**config.mk**
```make
export PLATFORM = sky130hd
export DESIGN_NAME = rx_bp_port
export DESIGN_NICKNAME = d
export VERILOG_FILES = /design/src/pkg/rx_bp_pkg.sv /design/src/rtl/rx_bp_port.sv
export SDC_FILE = /design/constraint.sdc
export NUM_CORES = 2
export LEC_CHECK = 0
export ABC_AREA = 0
export BUFFER_PORTS_ARGS = -buffer_cell sky130_fd_sc_hd__buf_2
export CAP_MARGIN = 0
export CORE_ASPECT_RATIO = 1.25
export CORE_MARGIN = 10
export CORE_UTILIZATION = 65
export CTS_BUF_LIST = sky130_fd_sc_hd__clkbuf_8
export DETAILED_ROUTE_END_ITERATION = 8
export PLACE_DENSITY = 0.83
export SYNTH_ARGS = -nofsm -noshare
export SYNTH_HDL_FRONTEND = slang
export SYNTH_SLANG_ARGS = --single-unit
```
**constraint.sdc**
```tcl
create_clock -name mclk -period 17.63 [get_ports mclk]
set_input_delay 2.6445 -clock mclk [delete_from_list [all_inputs] [get_ports mclk]]
set_output_delay 2.6445 -clock mclk [all_outputs]
set_load 0.01 [all_outputs]
```
**src/pkg/rx_bp_pkg.sv**
```systemverilog
// constants for the receive backplane port: register map, control field layout,
// frame geometry and timing figures.
// assumes a 10 MHz system clock and 32-bit AHB-Lite register access.
package rx_bp_pkg;
    // register byte offsets
    localparam logic [7:0] CTRL_ADDR = 8'h00;
    localparam logic [7:0] CH_GAP_ADDR = 8'h04;
    localparam logic [7:0] B8_GAP_ADDR = 8'h08;
    localparam logic [7:0] STATUS_ADDR = 8'h0C;

    // control register fields
    localparam int MUX_SEL_BIT = 0;
    localparam int SLAVE_SEL_BIT = 1;
    localparam int FRAME_EDGE_BIT = 2;
    localparam int DATA_EDGE_BIT = 3;
    localparam int MF_PULSE_BIT = 4;
    localparam int ALT_PULSE_BIT = 5;
    localparam int FP_INVERT_BIT = 6;
    localparam int FBIT_GAP_BIT = 7;
    localparam int PAYLOAD_EN_BIT = 8;
    localparam int CLK_DOUBLE_BIT = 9;
    localparam int DOUBLE_EDGE_BIT = 10;
    localparam int MAP_LSB = 12;
    localparam int MUX_SLOT_LSB = 14;
    localparam int OFFSET_IRQ_EN_BIT = 16;
    localparam int CTRL_WIDTH = 17;
    localparam logic [CTRL_WIDTH-1:0] CTRL_RESET = 17'h00000;

    // status register fields
    localparam int OFFSET_FLAG_BIT = 0;
    localparam int LOCKED_BIT = 1;

    // rate-mapping scheme codes
    localparam logic [1:0] MAP_T1_RATE = 2'h0;
    localparam logic [1:0] MAP_STANDARD = 2'h1;
    localparam logic [1:0] MAP_FILLER = 2'h2;
    localparam logic [1:0] MAP_CONTINUOUS = 2'h3;

    // frame geometry
    localparam int T1_CHANNELS = 24;
    localparam int T1_FRAME_BITS = 193;
    localparam logic [9:0] T1_LAST_BIT = 10'h0C0;
    localparam logic [9:0] E1_LAST_BIT = 10'h0FF;
    localparam logic [9:0] MUX_LAST_BIT = 10'h3FF;
    localparam logic [4:0] TS_STD_LOW_END = 5'h0F;
    localparam logic [4:0] TS_STD_HIGH_START = 5'h11;
    localparam logic [4:0] TS_STD_HIGH_END = 5'h19;
    localparam logic [4:0] TS_STD_FBIT = 5'h1A;
    localparam logic [4:0] TS_CONT_END = 5'h18;
    localparam logic [2:0] BIT8_POS = 3'h7;
    localparam logic [2:0] STD_FBIT_POS = 3'h0;

    // timing: recovered clock replacement while the line is lost
    localparam int MCLK_HZ = 10000000;
    localparam int T1_RATE_HZ = 1544000;
    localparam int LOS_HALF_CYCLES = MCLK_HZ / (2 * T1_RATE_HZ);

    // where a backplane bit is taken from
    typedef enum logic [1:0] {SRC_ZERO, SRC_CUR, SRC_NEXT_FBIT} src_e;
    typedef enum logic [1:0] {MODE_MASTER, MODE_SLAVE, MODE_MUX} mode_e;
endpackage

```
**src/rtl/rx_bp_port.sv**
```systemverilog
// receive backplane port: elastic frame buffer, t1/e1-rate mapping and backplane
// timing for master, slave and multiplexed operation, with an AHB-Lite register slave.
// assumes every pin input is asynchronous to mclk and that line_frame_start marks the F-bit.
//
// The AHB-Lite slave port and the register addresses were chosen for this implementation.
`timescale 1ns/1ps
// What this block does
// - master mode drives clock and pulse; pulse and data change on selected edges.
// - unequal edge selects place the frame pulse ahead of its data.
// - master pulse marks each F-bit, multiframe starts, or every second of either.
// - frame pulse invert bit sets pulse polarity, driven or sampled.
// - full master outputs continuous clock, F-bit and all 24 channels.
// - fractional master gaps clock on F-bit, selected channels or their bit 8.
// - slave rate is t1 passthrough or e1 rate remapped by the mapping field.
// - standard mapping puts channels 1-15 in slots 1-15, 16-24 in 17-25.
// - standard mapping carries next frame F-bit in slot 26 bit 1; rest zero.
// - filler mapping inserts a zero byte before every 3 channels, F-bit as bit 8.
// - continuous mapping puts channels in slots 1-24, F-bit as bit 8, rest zero.
// - slave mode samples supplied pulse on frame edge, updates data on data edge.
// - in slave and multiplexed modes, clock double bit selects clock equal to or twice the bit rate.
// - double clock updates data on chosen edge, samples pulse on first edge.
// - misplaced frame pulse sets offset flag; enabled flag asserts the interrupt.
// - multiplexed mode remaps to e1 format then byte-interleaves at the chosen slot.
// - multiplexed clock and pulse are supplied, at bit rate or double rate.
// - signaling output stays channel-aligned with its data on every output.
// - multiplex and slave select bits choose master, slave or multiplexed mode.
// - master timing follows the recovered line clock, mclk-derived while lost.
module rx_bp_port import rx_bp_pkg::*; #(
    parameter int LOS_HALF = LOS_HALF_CYCLES
) (
    input wire logic mclk,
    input wire logic sys_rst,
    input wire logic hsel,
    input wire logic [31:0] haddr,
    input wire logic [1:0] htrans,
    input wire logic hwrite,
    input wire logic [2:0] hsize,
    input wire logic [31:0] hwdata,
    input wire logic hready,
    output logic [31:0] hrdata,
    output logic hreadyout,
    output logic hresp,
    input wire logic line_clk,
    input wire logic line_data,
    input wire logic line_sig,
    input wire logic line_frame_start,
    input wire logic line_mf_start,
    input wire logic line_los,
    input wire logic rx_bp_clock_in,
    output logic rx_bp_clock_out,
    output logic rx_bp_clock_oe,
    input wire logic rx_bp_frame_pulse_in,
    output logic rx_bp_frame_pulse_out,
    output logic rx_bp_frame_pulse_oe,
    output logic rx_bp_data_out,
    output logic rx_bp_signaling_out,
    input wire logic mux_bp_clock,
    input wire logic mux_bp_frame_pulse,
    output logic mux_bp_data_out,
    output logic mux_bp_signaling_out,
    output logic mux_bp_data_oe,
    output logic frame_pulse_irq
);
    localparam int NPIN = 10;
    localparam int MEM_BITS = 2 * T1_FRAME_BITS;

    // the divider counter is four bits wide
    if (LOS_HALF < 1 || LOS_HALF > 16) begin
        $error("LOS_HALF must lie between 1 and 16");
    end

    // two-stage synchronisers for every pin input
    logic [NPIN-1:0] pin_raw, pin_meta, pin_sync;
    assign pin_raw = {line_clk, mux_bp_frame_pulse, mux_bp_clock, rx_bp_frame_pulse_in, rx_bp_clock_in,
                      line_los, line_mf_start, line_frame_start, line_sig, line_data};
    always_ff @(posedge mclk) begin
        if (sys_rst) begin
            pin_meta <= '0;
            pin_sync <= '0;
        end else begin
            pin_meta <= pin_raw;
            pin_sync <= pin_meta;
        end
    end
    logic lclk_sync, s_data, s_sig, s_fs, s_mf, s_los, s_bpclk, s_bpfp, s_muxclk, s_muxfp;
    assign {lclk_sync, s_muxfp, s_muxclk, s_bpfp, s_bpclk, s_los, s_mf, s_fs, s_sig, s_data} = pin_sync;

    // registers
    logic [CTRL_WIDTH-1:0] ctrl, next_ctrl;
    logic [T1_CHANNELS-1:0] ch_gap, next_ch_gap, b8_gap, next_b8_gap;
    logic offset_flag, next_offset_flag;
    logic [7:0] dph_addr, next_dph_addr;
    logic dph_write, next_dph_write;
    logic [31:0] next_hrdata;
    logic offset_event;
    logic locked;

    logic mux_sel, slave_sel, fe_rise, de_rise, fp_inv, dbl;
    logic [1:0] map_sel, mux_slot;
    mode_e mode;
    assign mux_sel = ctrl[MUX_SEL_BIT];
    assign slave_sel = ctrl[SLAVE_SEL_BIT];
    assign fe_rise = ctrl[FRAME_EDGE_BIT];
    assign de_rise = ctrl[DATA_EDGE_BIT];
    assign fp_inv = ctrl[FP_INVERT_BIT];
    assign map_sel = ctrl[MAP_LSB +: 2];
    assign mux_slot = ctrl[MUX_SLOT_LSB +: 2];
    assign mode = mux_sel ? MODE_MUX : (slave_sel ? MODE_SLAVE : MODE_MASTER);
    assign dbl = ctrl[CLK_DOUBLE_BIT] && (mode != MODE_MASTER);

    always_comb begin
        next_ctrl = ctrl;
        next_ch_gap = ch_gap;
        next_b8_gap = b8_gap;
        next_dph_addr = dph_addr;
        next_dph_write = 1'b0;
        next_hrdata = hrdata;
        // a new offset event wins over a same-cycle clear
        next_offset_flag = offset_flag;
        if (dph_write) begin
            case (dph_addr)
                CTRL_ADDR: next_ctrl = hwdata[CTRL_WIDTH-1:0];
                CH_GAP_ADDR: next_ch_gap = hwdata[T1_CHANNELS-1:0];
                B8_GAP_ADDR: next_b8_gap = hwdata[T1_CHANNELS-1:0];
                STATUS_ADDR: if (hwdata[OFFSET_FLAG_BIT]) next_offset_flag = 1'b0;
                default: next_offset_flag = offset_flag;
            endcase
        end
        if (offset_event) next_offset_flag = 1'b1;
        if (hsel && hready && htrans[1]) begin
            next_dph_addr = {haddr[7:2], 2'b00};
            next_dph_write = hwrite;
            next_hrdata = '0;
            if (!hwrite && haddr[31:8] == '0) begin
                case ({haddr[7:2], 2'b00})
                    CTRL_ADDR: next_hrdata[CTRL_WIDTH-1:0] = ctrl;
                    CH_GAP_ADDR: next_hrdata[T1_CHANNELS-1:0] = ch_gap;
                    B8_GAP_ADDR: next_hrdata[T1_CHANNELS-1:0] = b8_gap;
                    STATUS_ADDR: begin
                        next_hrdata[OFFSET_FLAG_BIT] = offset_flag;
                        next_hrdata[LOCKED_BIT] = locked;
                    end
                    default: next_hrdata = '0;
                endcase
            end
            if (haddr[31:8] != '0) next_dph_addr = '1;
        end
    end

    always_ff @(posedge mclk) begin
        if (sys_rst) begin
            ctrl <= CTRL_RESET;
            ch_gap <= '0;
            b8_gap <= '0;
            offset_flag <= 1'b0;
            dph_addr <= '0;
            dph_write <= 1'b0;
            hrdata <= '0;
            hreadyout <= 1'b1;
            hresp <= 1'b0;
            frame_pulse_irq <= 1'b0;
        end else begin
            ctrl <= next_ctrl;
            ch_gap <= next_ch_gap;
            b8_gap <= next_b8_gap;
            offset_flag <= next_offset_flag;
            dph_addr <= next_dph_addr;
            dph_write <= next_dph_write;
            hrdata <= next_hrdata;
            hreadyout <= 1'b1;
            hresp <= 1'b0;
            frame_pulse_irq <= next_offset_flag && next_ctrl[OFFSET_IRQ_EN_BIT];
        end
    end

    // write side of the elastic buffer, timed by the recovered line clock
    logic data_mem [0:MEM_BITS-1];
    logic sig_mem [0:MEM_BITS-1];
    logic [1:0] mf_mark, next_mf_mark;
    logic wr_bank, next_wr_bank, lclk_prev;
    logic [7:0] wr_pos, next_wr_pos;
    logic line_tick;
    logic [8:0] wr_addr;
    assign line_tick = lclk_sync && !lclk_prev;

    always_comb begin
        next_wr_bank = wr_bank;
        next_wr_pos = wr_pos;
        next_mf_mark = mf_mark;
        wr_addr = {1'b0, wr_pos} + (wr_bank ? 9'(T1_FRAME_BITS) : 9'h000);
        if (line_tick) begin
            if (s_fs) begin
                // the F-bit opens the other bank, so the reader keeps a whole frame
                next_wr_bank = !wr_bank;
                next_wr_pos = 8'h01;
                next_mf_mark[!wr_bank] = s_mf;
                wr_addr = wr_bank ? 9'h000 : 9'(T1_FRAME_BITS);
            end else if (wr_pos != T1_LAST_BIT[7:0]) begin
                next_wr_pos = wr_pos + 8'h01;
            end
        end
    end

    always_ff @(posedge mclk) begin
        if (sys_rst) begin
            wr_bank <= 1'b0;
            wr_pos <= '0;
            mf_mark <= '0;
            lclk_prev <= 1'b0;
        end else begin
            wr_bank <= next_wr_bank;
            wr_pos <= next_wr_pos;
            mf_mark <= next_mf_mark;
            lclk_prev <= lclk_sync;
        end
    end
    always_ff @(posedge mclk) begin
        if (line_tick) begin
            data_mem[wr_addr] <= s_data;
            sig_mem[wr_addr] <= s_sig;
        end
    end

    // maps a backplane bit position to its source in the t1 frame
    function automatic logic [9:0] map_src(input logic [9:0] pos, input mode_e md, input logic [1:0] mp);
        logic [4:0] ts;
        logic [2:0] b;
        logic [7:0] ch;
        src_e s;
        ts = pos[7:3];
        b = pos[2:0];
        ch = 8'h00;
        s = SRC_ZERO;
        if (md == MODE_MUX) begin
            ts = pos[9:5];
        end
        if (md != MODE_MUX && mp == MAP_T1_RATE) begin
            return {SRC_CUR, pos[7:0]};
        end
        case (mp)
            MAP_STANDARD: begin
                if (ts >= 5'h01 && ts <= TS_STD_LOW_END) ch = {3'h0, ts};
                if (ts >= TS_STD_HIGH_START && ts <= TS_STD_HIGH_END) ch = {3'h0, ts} - 8'h01;
                if (ts == TS_STD_FBIT && b == STD_FBIT_POS) s = SRC_NEXT_FBIT;
            end
            MAP_FILLER: begin
                if (ts[1:0] != 2'h0) ch = {3'h0, ts} - {5'h00, ts[4:2]};
                if (ts == 5'h00 && b == BIT8_POS) s = SRC_CUR;
            end
            default: begin
                if (ts >= 5'h01 && ts <= TS_CONT_END) ch = {3'h0, ts};
                if (ts == 5'h00 && b == BIT8_POS) s = SRC_CUR;
            end
        endcase
        if (ch != 8'h00) begin
            return {SRC_CUR, 8'(8'h01 + {ch - 8'h01, 3'h0} + {5'h00, (md == MODE_MUX) ? pos[2:0] : b})};
        end
        return {s, 8'h00};
    endfunction

    // backplane timing source
    logic [3:0] los_cnt, next_los_cnt;
    logic los_clk, next_los_clk, src_level, src_prev;
    logic src_rise, src_fall, data_edge, fp_edge, phase, next_phase;
    logic data_tick, fp_sample, fp_level, start_pending, next_start_pending;
    logic [9:0] pos, next_pos, last_bit, ahead_pos;
    logic rd_bank, next_rd_bank, alt_tog, next_alt_tog, next_locked;
    logic next_clk_out, next_fp_out, next_data, next_sig, next_mux_oe;
    logic gap_now, fp_hit, fp_select;
    logic [9:0] src;
    logic [7:0] tch;
    logic [8:0] rd_addr;

    always_comb begin
        next_los_cnt = los_cnt + 4'h1;
        next_los_clk = los_clk;
        if (los_cnt == 4'(LOS_HALF - 1)) begin
            next_los_cnt = '0;
            next_los_clk = !los_clk;
        end
        case (mode)
            MODE_MASTER: src_level = s_los ? los_clk : lclk_sync;
            MODE_SLAVE: src_level = s_bpclk;
            MODE_MUX: src_level = s_muxclk;
            default: src_level = 1'b0;
        endcase
        src_rise = src_level && !src_prev;
        src_fall = !src_level && src_prev;
        data_edge = de_rise ? src_rise : src_fall;
        fp_edge = fe_rise ? src_rise : src_fall;
        // a double clock carries two active edges per bit
        data_tick = data_edge && (!dbl || phase == ctrl[DOUBLE_EDGE_BIT]);
        next_phase = data_edge ? !phase : phase;
        fp_level = ((mode == MODE_MUX) ? s_muxfp : s_bpfp) ^ fp_inv;
        fp_sample = (mode != MODE_MASTER) && fp_edge && fp_level && (!dbl || !phase);
        case (mode)
            MODE_MUX: last_bit = MUX_LAST_BIT;
            MODE_SLAVE: last_bit = (map_sel == MAP_T1_RATE) ? T1_LAST_BIT : E1_LAST_BIT;
            default: last_bit = T1_LAST_BIT;
        endcase
        next_pos = pos;
        next_start_pending = start_pending;
        next_locked = locked;
        offset_event = 1'b0;
        ahead_pos = (pos >= last_bit) ? 10'h000 : pos + 10'h001;
        if (fp_sample) begin
            // the last bit must be out, or go out on a data edge of this same cycle
            offset_event = locked && (data_tick ? ahead_pos : pos) != last_bit;
            next_locked = 1'b1;
            next_start_pending = 1'b1;
            if (dbl) next_phase = 1'b1;
        end
        if (data_tick) begin
            next_pos = (start_pending || pos >= last_bit) ? 10'h000 : pos + 10'h001;
            next_start_pending = fp_sample;
        end
        if (mode == MODE_MASTER) next_locked = 1'b0;
        next_rd_bank = (data_tick && next_pos == 10'h000) ? !wr_bank : rd_bank;
        src = map_src(next_pos, mode, map_sel);
        case (src_e'(src[9:8]))
            SRC_CUR: rd_addr = {1'b0, src[7:0]} + (next_rd_bank ? 9'(T1_FRAME_BITS) : 9'h000);
            SRC_NEXT_FBIT: rd_addr = next_rd_bank ? 9'h000 : 9'(T1_FRAME_BITS);
            default: rd_addr = '0;
        endcase
        next_data = rx_bp_data_out;
        next_sig = rx_bp_signaling_out;
        next_mux_oe = (mode == MODE_MUX) && mux_bp_data_oe;
        if (data_tick) begin
            // data and signaling share one address, so they stay channel-aligned
            next_data = (src[9:8] == SRC_ZERO) ? 1'b0 : data_mem[rd_addr];
            next_sig = (src[9:8] == SRC_ZERO) ? 1'b0 : sig_mem[rd_addr];
            next_mux_oe = (mode == MODE_MUX) && (next_pos[4:3] == mux_slot);
        end
        // master frame pulse: F-bit, multiframe start, optionally every second one
        fp_select = (!ctrl[MF_PULSE_BIT] || mf_mark[!wr_bank]) && !alt_tog;
        next_alt_tog = alt_tog;
        if (data_tick && next_pos == 10'h000 && (!ctrl[MF_PULSE_BIT] || mf_mark[!wr_bank])) begin
            next_alt_tog = ctrl[ALT_PULSE_BIT] ? !alt_tog : 1'b0;
        end
        // with unequal edges the pulse follows the coming bit, so it leads its data
        fp_hit = data_tick ? (next_pos == 10'h000) : (de_rise != fe_rise && ahead_pos == 10'h000);
        next_fp_out = rx_bp_frame_pulse_out;
        if (mode == MODE_MASTER && fp_edge) next_fp_out = (fp_hit && fp_select) ^ fp_inv;
        if (mode != MODE_MASTER) next_fp_out = fp_inv;
        tch = (pos == 10'h000) ? 8'h00 : 8'((pos - 10'h001) >> 3);
        gap_now = (pos == 10'h000) ? ctrl[FBIT_GAP_BIT] :
            (ctrl[PAYLOAD_EN_BIT] && tch < 8'(T1_CHANNELS) &&
            (ch_gap[tch[4:0]] || (b8_gap[tch[4:0]] && pos[2:0] == 3'h0)));
        // full master is the ungapped case of the same clock path
        next_clk_out = (mode == MODE_MASTER) && src_level && !gap_now;
    end

    always_ff @(posedge mclk) begin
        if (sys_rst) begin
            los_cnt <= '0;
            los_clk <= 1'b0;
            src_prev <= 1'b0;
            phase <= 1'b0;
            pos <= '0;
            start_pending <= 1'b0;
            locked <= 1'b0;
            rd_bank <= 1'b1;
            alt_tog <= 1'b0;
            rx_bp_clock_out <= 1'b0;
            rx_bp_clock_oe <= 1'b0;
            rx_bp_frame_pulse_out <= 1'b0;
            rx_bp_frame_pulse_oe <= 1'b0;
            rx_bp_data_out <= 1'b0;
            rx_bp_signaling_out <= 1'b0;
            mux_bp_data_out <= 1'b0;
            mux_bp_signaling_out <= 1'b0;
            mux_bp_data_oe <= 1'b0;
        end else begin
            los_cnt <= next_los_cnt;
            los_clk <= next_los_clk;
            src_prev <= src_level;
            phase <= next_phase;
            pos <= next_pos;
            start_pending <= next_start_pending;
            locked <= next_locked;
            rd_bank <= next_rd_bank;
            alt_tog <= next_alt_tog;
            rx_bp_clock_out <= next_clk_out;
            rx_bp_clock_oe <= (mode == MODE_MASTER);
            rx_bp_frame_pulse_out <= next_fp_out;
            rx_bp_frame_pulse_oe <= (mode == MODE_MASTER);
            rx_bp_data_out <= next_data;
            rx_bp_signaling_out <= next_sig;
            mux_bp_data_out <= next_data;
            mux_bp_signaling_out <= next_sig;
            mux_bp_data_oe <= next_mux_oe;
        end
    end
endmodule

```
==> summary.md <==
| Metric | Value |
|---|---|
| Status | `complete, but fails checks` |
| Failing checks | `DRC` |
| Comb power frac | `between 10 and 15%` |
| CTS Hold Bufs | `0` |
| Most common cell after layout, fill and taps aside | `nand2_1` |
| Worst-path maximum fanout | `79` |
| Fin cells | `4950` |
| Largest net degree at the start of global routing | `roughly 150` |
| CTS root buf | `clkbuf_8` |
| Seq cells post-synth | `930` |
| Vias | `between 30k and 40k` |
| Slew headroom | `about a fifth` |
| Layout Skew | `between 0.03 and 0.04 ns` |
| YS warnings | `0` |
| Worst hold start | `pin_meta[0]` |
| Reg2reg end | `mux_bp_signaling_out` |
| Max_cap viols | `0` |
| Leak pwr | `0.01623 uW` |
| Endpoints failing hold | `0` |
| Max Fclk | `93.40 MHz` |
| Worst Hold Depth | `1` |
| Clk buf depth | `3` |
| CTS buffer count | `between 100 and 150` |
| Crit. path cell count | `38` |
| Post-synthesis average cell area | `~11 um2` |
| Worst min-delay path category | `flip-flop to flip-flop` |
| I/O Pins | `128` |
| Slew of the pin with the lowest slew margin | `1.197 ns` |
| Crit end category | `flip-flop` |
| RSZ-0062 raised after global routing | `false` |
| Post-synthesis sequential area ratio | `62.56%` |
| Final routed DRC violation total | `1` |
| IO buf count | `approximately 100` |
| Fin crit share | `60.73%` |
| Synth unique cells | `93` |
| Vias in the first global route | `30.97k` |
| Fin Hold WS | `0.4447 ns` |
| Pint | `3379 uW` |
| Share of post-route cells with drive strength above 1 | `under 10%` |
| Critical path class | `flip-flop to flip-flop` |
| First-pass GRT wire length | `171800 um` |
| Syn-to-layout area delta | `8.072%` |
| Std cell rows | `104` |
| Die Wd | `247.7 um` |
| Worst reg2reg path depth | `38` |
| R2r setup slk | `6.92 ns` |
| Postcts setup bufs | `0` |
| Post-synth EDFFs | `772` |
| Min-Delay Endpoint | `pin_sync[0]` |
| Overflow after GRT | `0` |
| CP Buf/Inv Count | `8` |
| Avg WL per Cell | `approximately 23 um` |
| Remaining antenna violation count | `0` |
| Post-CTS Resized | `0` |
| WP data required | `18.29 ns` |
| Register share of total power | `51.2%` |
| DRT Pass-1 Iters | `9` |
| Clk pwr share | `34.5%` |
| Initial core utilization | `65.51%` |
| Net Sw Frac | `27.63%` |
| Setup_tns | `0 ns` |
| Crit Reg-Reg Startpoint | `ctrl[0]` |
| FFs w/ async S/R, synth | `0%` |
| Highest-count cells in the layout ignoring fill and taps | `nand2_1, edfxtp_1, nor2_1, nand3_1, a21oi_1` |
| Post-Syn Area | `0.04211 mm2` |
| Max incr delay on CP | `~0.74 ns` |
| CTS tree | `yes` |
| Clock Sinks | `930` |
| Clk pin slew, worst setup/hold paths | `approximately 0.060 ns` |
| DP Wirelength | `66030 um` |
| Crit path time final | `approximately 11 ns` |
| DIE AREA | `~0.075 mm2` |
| Post-Synthesis Cells | `3986` |
| Initial antenna violation count | `1` |
| First DRT Iteration DRCs | `roughly 3.7k` |
| Pins Over Slew Limit | `0` |
| Critical path's slowest cell | `nor2b_1` |
| Via density | `6.508` |
| GPL Wtd Cong | `0.8973` |
| Placed insts | `4709` |
| Final core utilization | `70.80%` |
| Setup violators final | `0` |
| Drt total wl | `113200 um` |
| Clock latency at the later pin of the worst-skew pair | `0.80 ns` |
| Die Y-Extent | `about 300 um` |
| Total power divided by cell area | `102.6 mW/mm2` |
| H-tree Lvls | `4` |
| Fin nets | `4125` |
| CP most frequent cell | `buf_4` |
| NetSw | `1290 uW` |
| Largest delay share family, worst path | `compound AO/OA/AOI/OAI gates` |
| Worst vdd ir | `0.00006626 V` |
| Primary FF master, synth | `edfxtp_1` |
| Tot GR Track Use | `29.44%` |
| Fill count | `4428` |
| Startpoint types | `flip-flop` |
| Worst Path Arrival | `11.37 ns` |
| Core area | `0.06428 mm2` |
-- kinds of logic (layout without fill, tap and decap cells) --
family | Yosys count | count (layout) | synth area share [%]
multiplexers | 76 | 76 | 2.341
adder cells (fa/ha/maj) | 39 | 39 | 1.177
AO/OA/AOI/OAI | 595 | 595 | 9.769
flip-flops | 930 | 930 | 62.56
XOR/XNOR | 39 | 39 | 0.8289
other | 2 | 11 | 0.01783
buffers and inverters | 331 | 438 | 3.256
AND/OR/NAND/NOR | 1974 | 1974 | 20.05
-- metrics by stage --
stage	worst slack (ns)	power, uW	instance area [um2]
6_report	6.923	4669	45510
5_1_grt	6.054	4819	45510
4_1_cts	7.062	4657	45510
3_5_place_dp	7.141	3085	43030
3_3_place_gp	7.223	3073	43030
2_1_floorplan	9.573	2885	42140
-- area by class of cell --
class,instances,area (um2),share of cell area [%]
clock inverters,92,447.9,0.9842
clock buffers,148,2037,4.476
diodes,1,2.502,0.005498
inverters,38,142.6,0.3134
multi-input cells,2733,14500,31.85
well taps,848,1061,2.331
flip-flops and latches,930,26350,57.90
repair buffers,160,970.9,2.133
-- power groups by stage --
stage	combinational [uW]	sequential [uW]	clock, uW
6_report	668	2390	1610
5_1_grt	715	2390	1710
4_1_cts	653	2390	1610
3_5_place_dp	649	2440	0
3_3_place_gp	636	2440	0
2_1_floorplan	439	2450	0
-- synth_stat cells, types with 9 or more instances --
cell	instances	area, um2
a31oi_1	55	344.1
nand3_1	226	1131
or4_1	10	75.07
edfxtp_1	772	23180
o21ai_0	65	325.3
o211ai_1	21	157.7
nor2_1	545	2046
buf_4	16	120.1
a21oi_1	159	795.8
dfxtp_1	158	3163
a311oi_1	60	525.5
buf_2	43	215.2
xor2_1	18	157.7
a221oi_1	33	289.0
nand2_1	922	3461
inv_1	35	131.4
buf_1	28	105.1
mux2i_1	49	490.5
a211oi_1	18	135.1
o21ai_1	9	45.04
o22ai_1	15	93.84
a22oi_1	37	277.8
nand4_1	23	143.9
a22o_1	20	175.2
ha_1	38	475.5
nor2b_1	39	244.0
nand2b_1	20	125.1
mux4_2	16	360.4
xnor2_1	20	175.2
clkbuf_1	204	765.7
o31ai_1	10	75.07
nor3_1	38	190.2
nor4_1	18	112.6
and3_1	78	488.0
a21o_1	9	67.56
-- metal layers --
metal | up-vias | GRT usage (%) | part of all wire [%]
met1 | 15360 | 34.36 | 34
met5 | - | 0 | 0
met3 | 461 | 5.811 | 10
met2 | 2045 | 48.93 | 49
met4 | 0 | 18.85 | 6.6
li1 | 14350 | - | -
-- registers in the layout, summed over array words and instances (netlist names), 2 cells and up --
name	cells
b8_gap	24
ch_gap	24
ctrl	17
data_mem	386
dph_addr	7
hrdata	24
los_cnt	4
mf_mark	2
pin_meta	10
pin_sync	10
pos	10
sig_mem	386
wr_pos	8
-- worst max-delay path by stage --
stage,from,endpoint
floorplan,ctrl[12],mux_bp_signaling_out
global placement,ctrl[0],mux_bp_signaling_out
detailed placement,ctrl[0],mux_bp_signaling_out
CTS,ctrl[0],mux_bp_signaling_out
global route,ctrl[0],mux_bp_signaling_out
finish,ctrl[0],mux_bp_signaling_out
-- worst register-to-register path: cells and delay by family, from the launching register on --
kind	cells	cell delay, ns
fa+ha+maj	4	1.19
compound gates	17	3.75
flops	1	0.37
simple gates	9	2.97
buf+inv	8	2.31
(Power assumes the default switching activity.)
